**src/crc_pkg.sv**
```systemverilog
/*
 * constants and types shared by the checksum engine and its bit-step datapath.
 * assumes nothing of its surroundings; compiled first.
 */
`default_nettype none
package crc_pkg;
   // ********************
   // widths and polynomials
   // ********************
   localparam int          CRC_W          = 32;
   localparam int          CRC16_TOP      = 15;
   localparam int          CRC32_TOP      = 31;
   localparam logic [15:0] CRC_POLY16     = 16'h1021;
   localparam logic [31:0] CRC_POLY32     = 32'h04c11db7;
   localparam logic [31:0] CRC_MASK16     = 32'h0000ffff;
   localparam logic [31:0] CRC_MASK32     = 32'hffffffff;
   localparam logic [31:0] CRC_RST_VALUE  = 32'h00000000;
   localparam logic [31:0] CRC_ONE_WORD   = 32'h00000001;

   typedef logic [CRC_W-1:0] crc_word_t;

   // ********************
   // source of the word taken in a cycle
   // ********************
   typedef enum logic [2:0] {
      CRC_SRC_NONE,
      CRC_SRC_CPU,
      CRC_SRC_VERIFY,
      CRC_SRC_COPY,
      CRC_SRC_BOOT
   } crc_src_t;
endpackage : crc_pkg
`default_nettype wire

```
**src/crc_step_if.sv**
```systemverilog
/*
 * carrier between the engine and its one-word checksum step.
 * assumes both ends sit in the same clock domain; purely combinational.
 */
`timescale 1ns/1ps
`default_nettype none
interface crc_step_if;
   import crc_pkg::*;
   crc_word_t crc_in;
   crc_word_t data;
   logic      wide;
   crc_word_t crc_out;

   modport calc (input crc_in, input data, input wide, output crc_out);
   modport user (output crc_in, output data, output wide, input crc_out);
endinterface : crc_step_if
`default_nettype wire

```
**src/crc_engine.sv**
```systemverilog
/*
 * checksum engine: 16-bit or 32-bit cyclic checksum over words from the cpu,
 * the memory-verify path, the copy engine and the boot configuration loader.
 * assumes one clock, synchronous inputs, and that the memory access policy
 * check is made outside and reported with each verify word.
 */
`timescale 1ns/1ps
`default_nettype none
module crc_engine (
   input  wire logic               core_clk,
   input  wire logic               rst,
   input  wire logic               ce,
   input  wire logic               seed_load,
   input  wire crc_pkg::crc_word_t seed_value,
   input  wire logic               cfg_wide,
   input  wire logic               cpu_valid,
   input  wire crc_pkg::crc_word_t cpu_data,
   input  wire logic               verify_valid,
   input  wire crc_pkg::crc_word_t verify_data,
   input  wire logic               verify_allowed,
   input  wire logic               copy_valid,
   input  wire crc_pkg::crc_word_t copy_data,
   input  wire logic               boot_valid,
   input  wire crc_pkg::crc_word_t boot_data,
   output var  crc_pkg::crc_word_t crc_result,
   output var  logic               crc_wide,
   output var  logic               word_taken,
   output var  crc_pkg::crc_src_t  taken_src,
   output var  logic               access_fault
);
   import crc_pkg::*;

   crc_word_t  next_crc_result;
   logic       next_crc_wide;
   logic       next_word_taken;
   crc_src_t   next_taken_src;
   logic       next_access_fault;
   crc_word_t  sel_data;
   logic       take;
   crc_word_t  base;
   logic       wide_eff;

   crc_step_if step_bus ();

   crc_step u_step (
      .st (step_bus.calc)
   );

   // ********************
   // source pick and next values
   // ********************
   always_comb begin
      wide_eff          = seed_load ? cfg_wide : crc_wide;
      base              = seed_load ? (seed_value & (cfg_wide ? CRC_MASK32 : CRC_MASK16))
                                    : crc_result;
      sel_data          = '0;
      take              = 1'b0;
      next_taken_src    = CRC_SRC_NONE;
      next_access_fault = 1'b0;
      if (boot_valid) begin
         sel_data       = boot_data;
         take           = 1'b1;
         next_taken_src = CRC_SRC_BOOT;
      end else if (copy_valid) begin
         sel_data       = copy_data;
         take           = 1'b1;
         next_taken_src = CRC_SRC_COPY;
      end else if (verify_valid) begin
         if (verify_allowed) begin
            sel_data       = verify_data;
            take           = 1'b1;
            next_taken_src = CRC_SRC_VERIFY;
         end else begin
            next_access_fault = 1'b1;
         end
      end else if (cpu_valid) begin
         sel_data       = cpu_data;
         take           = 1'b1;
         next_taken_src = CRC_SRC_CPU;
      end
      step_bus.crc_in = base;
      step_bus.data   = sel_data;
      step_bus.wide   = wide_eff;
      next_crc_result = take ? step_bus.crc_out : base;
      next_crc_wide   = wide_eff;
      next_word_taken = take;
   end

   // ********************
   // state registers
   // ********************
   always_ff @(posedge core_clk or posedge rst) begin
      if (rst) begin
         crc_result   <= CRC_RST_VALUE;
         crc_wide     <= 1'b0;
         word_taken   <= 1'b0;
         taken_src    <= CRC_SRC_NONE;
         access_fault <= 1'b0;
      end else if (ce) begin
         crc_result   <= next_crc_result;
         crc_wide     <= next_crc_wide;
         word_taken   <= next_word_taken;
         taken_src    <= next_taken_src;
         access_fault <= next_access_fault;
      end
   end

   // ********************
   // assertion helpers
   // ********************
   // idle_hold marks a cycle that must leave the checksum alone
   logic no_word;
   logic idle_hold;
   assign no_word   = !boot_valid && !copy_valid && !verify_valid && !cpu_valid;
   assign idle_hold = ce && no_word && !seed_load;
endmodule // crc_engine
`default_nettype wire

```
**src/crc_step.sv**
```systemverilog
/*
 * one data word folded into a running checksum, msb first, one stage per bit.
 * assumes the 16-bit value sits in the low half with the high half zero.
 */
`timescale 1ns/1ps
`default_nettype none
module crc_step (
   crc_step_if.calc st
);
   import crc_pkg::*;

   crc_word_t chain [0:CRC_W];

   assign chain[0] = st.crc_in;

   // ********************
   // bit chain
   // ********************
   genvar i;
   generate
      for (i = 0; i < CRC_W; i = i + 1) begin : g_bit
         logic      fb16;
         logic      fb32;
         crc_word_t sh16;
         crc_word_t sh32;
         assign fb16 = chain[i][CRC16_TOP] ^ st.data[CRC_W-1-i];
         assign fb32 = chain[i][CRC32_TOP] ^ st.data[CRC_W-1-i];
         assign sh16 = {chain[i][CRC_W-2:0], 1'b0} & CRC_MASK16;
         assign sh32 = {chain[i][CRC_W-2:0], 1'b0};
         assign chain[i+1] = st.wide ? (sh32 ^ (fb32 ? CRC_POLY32 : '0))
                                     : (sh16 ^ (fb16 ? {16'h0000, CRC_POLY16} : '0));
      end
   endgenerate

   assign st.crc_out = chain[CRC_W];
endmodule // crc_step
`default_nettype wire

```
**config.mk**
```make
export PLATFORM = sky130hd
export DESIGN_NAME = crc_engine
export DESIGN_NICKNAME = d
export VERILOG_FILES = /design/src/crc_pkg.sv /design/src/crc_step_if.sv /design/src/crc_engine.sv /design/src/crc_step.sv
export SDC_FILE = /design/constraint.sdc
export NUM_CORES = 1
export LEC_CHECK = 0
export BUFFER_PORTS_ARGS = -buffer_cell sky130_fd_sc_hd__buf_4
export CORE_AREA = 5 5 136 138
export CTS_BUF_LIST = sky130_fd_sc_hd__clkbuf_8
export DETAILED_ROUTE_END_ITERATION = 8
export DIE_AREA = 0 0 141 143
export PLACE_DENSITY_LB_ADDON = 0.12
export REMOVE_ABC_BUFFERS = 1
export SYNTH_ARGS = -nofsm -noshare
export SYNTH_HDL_FRONTEND = slang
export SYNTH_SLANG_ARGS = --single-unit
```
**constraint.sdc**
```tcl
create_clock -name core_clk -period 7 [get_ports core_clk]
set_input_delay 0.7 -clock core_clk [delete_from_list [all_inputs] [get_ports core_clk]]
set_output_delay 0.7 -clock core_clk [all_outputs]
set_load 0.02 [all_outputs]
```
==> results of run 1 <==
worst max path at each step:
stage	depth (start not counted)	from	to
2_1_floorplan	16	seed_load	crc_result[12]
3_3_place_gp	18	seed_load	crc_result[24]
3_5_place_dp	19	copy_valid	crc_result[24]
4_1_cts	19	copy_valid	crc_result[24]
5_1_grt	18	copy_valid	crc_result[4]
6_report	18	copy_valid	crc_result[4]
per-stage QoR:
step	TNS [ns]	hold slack, ns	utilization [%]	worst slack [ns]
2_1_floorplan	-9.865	0.5941	-	-0.7458
3_3_place_gp	0	0.4720	68.55	0.5863
3_5_place_dp	0	0.4825	68.55	0.5161
4_1_cts	0	0.5004	69.18	0.8149
5_1_grt	0	0.5397	69.18	0.3915
6_report	0	0.5002	69.18	0.6551
synth_stat cells (15+ instances only):
| library cell | n |
|---|---|
| buf_2 | 15 |
| xor2_1 | 89 |
| dfrtp_1 | 38 |
| xnor3_1 | 66 |
| nor2_1 | 96 |
| nor2b_1 | 22 |
| a21oi_1 | 73 |
| xnor2_1 | 235 |
| a221oi_1 | 18 |
| o21ai_0 | 33 |
| mux2i_1 | 46 |
| nand2_1 | 48 |
| clkbuf_1 | 32 |
| a22oi_1 | 23 |
| nand3_1 | 15 |
routing by layer:
layer	track usage (%)	share of wire, %
met5	0	0.037
met4	13.56	4.8
met3	5.559	10
met2	55.42	46
met1	44.71	39
layout make-up:
| type | instances | area [µm²] |
|---|---|---|
| fillers | 1460 | 5258 |
| inverters | 10 | 37.54 |
| repair buffers | 252 | 1892 |
| clock inverters | 3 | 37.54 |
| flip-flops and latches | 38 | 950.9 |
| well taps | 225 | 281.5 |
| clock buffers | 5 | 68.82 |
| multi-input cells | 974 | 8531 |
layout by cell type (no fill, tap or decap), drive strengths merged, types with 6 or more instances in the layout:
master,instances
xor2,94
and2,8
o22ai,7
o21a,6
dfrtp,38
or3,7
a22oi,24
or2,9
and3,13
o211ai,6
mux2i,48
nand2b,8
nor3,15
nand3,15
nand2,48
a221oi,21
mux2,6
a32oi,7
o21ai,43
a21oi,73
nor2,101
xnor2,252
buf,252
a211oi,11
inv,12
xor3,9
xnor3,67
nor2b,22
critical path, cell delays in order:
cell      delay, ns
buf_4          0.24
buf_4          0.29
or2_1          0.35
a221oi_1       0.09
o221ai_1       0.51
xnor2_1        0.22
xnor3_2        0.44
and3_1         0.23
nor2_2         0.32
xnor3_1        0.53
mux2i_1        0.22
xnor2_1        0.69
xnor3_1        0.53
a32oi_1        0.16
o21ai_1        0.20
xor2_1         0.23
mux2i_1        0.39
o21ai_0        0.13
cell families (layout without fill, tap and decap cells):
family	after synthesis	count (layout)	share of synthesized area (%)
AO/OA/AOI/OAI	240	240	17.45
XOR/XNOR	422	422	51.01
buffers and inverters	72	270	3.115
flip-flops	38	38	9.742
multiplexers	54	54	5.781
AND/OR/NAND/NOR	258	258	12.91
state kept, by name (all words and copies together) (netlist names):
name          count
access_fault      1
crc_result       32
crc_wide          1
taken_src         3
word_taken        1
==> reports/metrics.yaml, run 1 <==
yosys:
  synth_warnings: 0
  synthCells: 1084
  synthFlopType: "dfrtp_1"
  synth_top_area_share_pct: 21.09
  yosys-top-cells-area: "xnor2_1 21%, xnor3_1 15%, dfrtp_1 9.7%, xor2_1 8.0%, mux2i_1 4.7%"
  async_flop_share_pct: 100.0
  synth_cell_types: 78
  synth_area_mm2: 0.009761
  synth_edf_count: 0
  yosys.area.top_type: "xnor2_1"
  seq_area_frac_synth_pct: 9.742
  synth-seq-cells: 38
  avgSynthCellArea_um2: 9.004
clocking:
  clk_pin_slew_ns: 0.08
  cts_buffer_depth: 2
  hold_buffers: 0
  cts_made_buffers: 5
  clk-insertion-delay-late_ns: 0.30
  cts_resized: 0
  post_cts_buffers: 0
  h-tree-depth: 2
  clock_sinks: 38
  cts-root-buf: "clkbuf_8"
  cts_tree: "done"
timing:
  timing.final.crit_share_pct: 90.64
  timing.fmax_ghz: 0.1576
  finalHoldViolations: 0
  rsz0062_at_grt: "false"
  fin_worst_skew_ns: 0.01358
  fin_crit_ns: 6.345
  tightestPinTransition_ns: 0.9651
  finalSetupViolCount: 0
  final-max-slew-violation-count: 0
  relSlewSlack_pct: 34.98
die:
  chipHeight_um: 143
  start_util_pct: 57.23
  core_mm2: 0.01706
  die-area_mm2: 0.02016
  rows: 48
  die-width_um: 141
  io_pins: 208
worst_setup_path:
  startpoint_type: "input pin"
  reg2reg_slack_ns: 0.82
  crit_required_ns: 7.17
  timing.rr.end: "crc_result[4]"
  critPathKind: "in2reg"
  rr_worst_depth: 16
  arrival_ns: 6.52
  r2r-start: "crc_wide"
  crit_fanout: 21
  worstSetupEndpointType: "flop"
route:
  wl_per_cell_um: 23.24
  drc: 0
  firstDrtPassIters: 6
  drtIter0Drc: 1051
  avgViaCountPerCell: 6.080
  routed_wl_um: 35020
  num_vias: 9162
  ant_nets: 0
final_layout:
  drive_above_1_share_pct: 25.43
  antennaDiodeCount: 0
  stdcell_count: 1507
  area_growth_pct: 20.88
  nNetsFinal: 1451
  final_area_mm2: 0.01180
global_routing:
  globalRouteOverflowTotal: 0
  grt_usage_pct: 33.77
  first_global_vias: 8841
  grt_pass1_wl_um: 52210
  grt_antenna_before_repair: 1
  grt_max_degree: 54
place:
  dp.cells: 1499
  post-dp-hpwl_um: 28980
  gp_congestion: 1.048
  placed_cell_area_mm2: 0.01169
  numPortBuffers: 207
hold_path:
  whs_path_depth: 1
  holdPathEnd: "access_fault"
  hold_class: "reg2reg"
  min-delay-start: "access_fault"
job:
  maxCapViolCount: 0
outcome:
  status: "completed"
Power of run 1 is not shown: default switching activity piles up to over one toggle a cycle in this logic, so the estimate is an artifact.
==> run 2, diff against run 1 <==
CORE_AREA = 5 5 125 151   (was 5 5 136 138)
DIE_AREA = 0 0 130 156   (was 0 0 141 143)
==> run 2 against run 1 <==
  * Clock skew down 0.0040 ns
  * Count of clock-buffer cells in the layout unchanged
  * Sequential share of layout area about the same
  * Fmax down 0.65%
  * Via count down 0.82%
==> reports/metrics.yaml, run 2 (synthesis gave the netlist of run 1 again) <==
global_routing:
  grt_pass1_wl_um: 53350
  grt_antenna_before_repair: 0
  first_global_vias: 8900
  grt_max_degree: 66
  globalRouteOverflowTotal: 0
  grt_usage_pct: 34.74
final_layout:
  antennaDiodeCount: 0
  final_common_cell: "buf_4"
  drive_above_1_share_pct: 25.66
  reg.largest.list: "crc_result (32), taken_src (3)"
  final_area_mm2: 0.01183
  final_cell_mix: "252 x buf_4, 235 x xnor2_1, 96 x nor2_1"
  regArea_um2: 950.9
  area_growth_pct: 21.15
  top_register: "crc_result"
  nNetsFinal: 1451
  largest_reg_flops: 32
  multi_input_area_mm2: 0.008532
  stdcell_count: 1502
  fill_cells: 1433
route:
  ant_nets: 0
  avgViaCountPerCell: 6.050
  drc: 0
  wl_per_cell_um: 24.07
  drtIter0Drc: 936
  routed_wl_um: 36150
  num_vias: 9087
  firstDrtPassIters: 6
outcome:
  status: "completed"
worst_setup_path:
  cpLargestDelayFamily: "XOR/XNOR gates"
  crit_required_ns: 7.24
  crit_fanout: 23
  startpoint_type: "input pin"
  path_cells: "buf_4, buf_4, and2_1, a22oi_1, inv_1, xnor2_1, xnor3_1, mux2_2, xnor2_4, xnor2_4, xnor3_1, or3_1, and3_1, mux2i_1, xor2_2, xnor2_1, xnor2_1, a211oi_1, a221o_1"
  cpMaxStageDelayCell: "a22oi_1"
  critPathKind: "in2reg"
  arrival_ns: 6.63
  path_buf_inv: 3
  worstSetupEndpointType: "flop"
  crit_top_cell: "xnor2_1"
  crit_path_max_incr_delay_ns: 0.62
clocking:
  clk-insertion-delay-late_ns: 0.30
  h-tree-depth: 2
  cts_buffer_depth: 2
  cts_made_buffers: 5
  clock_sinks: 38
  cts-root-buf: "clkbuf_8"
  cts_tree: "done"
  clk_pin_slew_ns: 0.09
  cts_resized: 0
  post_cts_buffers: 0
  hold_buffers: 0
timing:
  rsz0062_at_grt: "false"
  fin_crit_ns: 6.387
  finalSetupViolCount: 0
  hold-worst-slack_ns: 0.4904
  tightestPinTransition_ns: 1.087
  final-max-slew-violation-count: 0
  finalHoldViolations: 0
  timing.fmax_ghz: 0.1566
  setup_slack_ns: 0.6132
  relSlewSlack_pct: 27.25
  fin_worst_skew_ns: 0.009574
  timing.final.crit_share_pct: 91.24
hold_path:
  hold_class: "reg2reg"
place:
  gp_congestion: 1.008
  dp.cells: 1494
  numPortBuffers: 207
  post-dp-hpwl_um: 29810
  pre_cts_ws_ns: 0.4019
  placed_cell_area_mm2: 0.01169
die:
  die-width_um: 130
  core_mm2: 0.01724
  chipHeight_um: 156
  start_util_pct: 56.61
  die-area_mm2: 0.02028
  io_pins: 208
  rows: 53
job:
  maxCapViolCount: 0
[run 2: cell types whose count changed in the layout (fill, tap and decap cells not counted)]
cell       change
inv_1          -2
and2_1         -1
and2_2         +1
bufinv_16      +1
clkinv_4       +1
[run 2: worst paths after layout]
| kind | from | to | slack, ns | cells after the start |
|---|---|---|---|---|
| worst max-delay path | seed_load | crc_result[11] | 0.61 | 19 |
| worst min-delay path | taken_src[1] | taken_src[1] | 0.49 | 2 |
| worst max register to register | crc_wide | crc_result[14] | 0.69 | 17 |
| worst min register to register | taken_src[1] | taken_src[1] | 0.49 | 2 |
| max in group asynchronous | rst | crc_result[24] | 6.09 | 3 |
| min in group asynchronous | rst | taken_src[2] | 0.53 | 3 |
[run 2: metrics by stage]
stage               TNS, ns  util [%]
floorplan            -9.865         -
global placement          0     67.79
detailed placement        0     67.79
global route              0     68.58
finish                    0     68.58
CTS                       0     68.58
[run 2: metal layers]
metal	wire length, µm	vias up	global-route usage (%)
met2	17510	503	59.72
met3	3134	91	3.699
met5	0	-	0
met1	13800	4295	44.54
li1	-	4198	-
met4	1708	0	13.71
[run 2: area by class of cell]
| class | instances | share of cell area [%] |
|---|---|---|
| inverter | 10 | 0.3174 |
| tap | 220 | 2.328 |
| multi-input combinational | 974 | 72.15 |
| clock buffer | 5 | 0.5819 |
| clock inverter | 3 | 0.5819 |
| sequential | 38 | 8.041 |
| timing repair buffer | 252 | 16.00 |
[run 2: worst register-to-register path: stages (launching register included)]
cell,delay [ns]
dfrtp_1,0.52
and3b_1,0.24
or2_4,0.25
o32ai_4,0.61
xnor3_1,0.58
xnor3_2,0.48
xnor3_1,0.46
xnor3_1,0.37
xor3_2,0.41
xnor3_1,0.35
nor2_4,0.06
xnor2_4,0.44
xor3_2,0.52
xnor3_1,0.37
a21oi_1,0.19
xnor2_1,0.14
o22ai_1,0.10
a21oi_1,0.15
Power of run 2 is left out for the same reason.
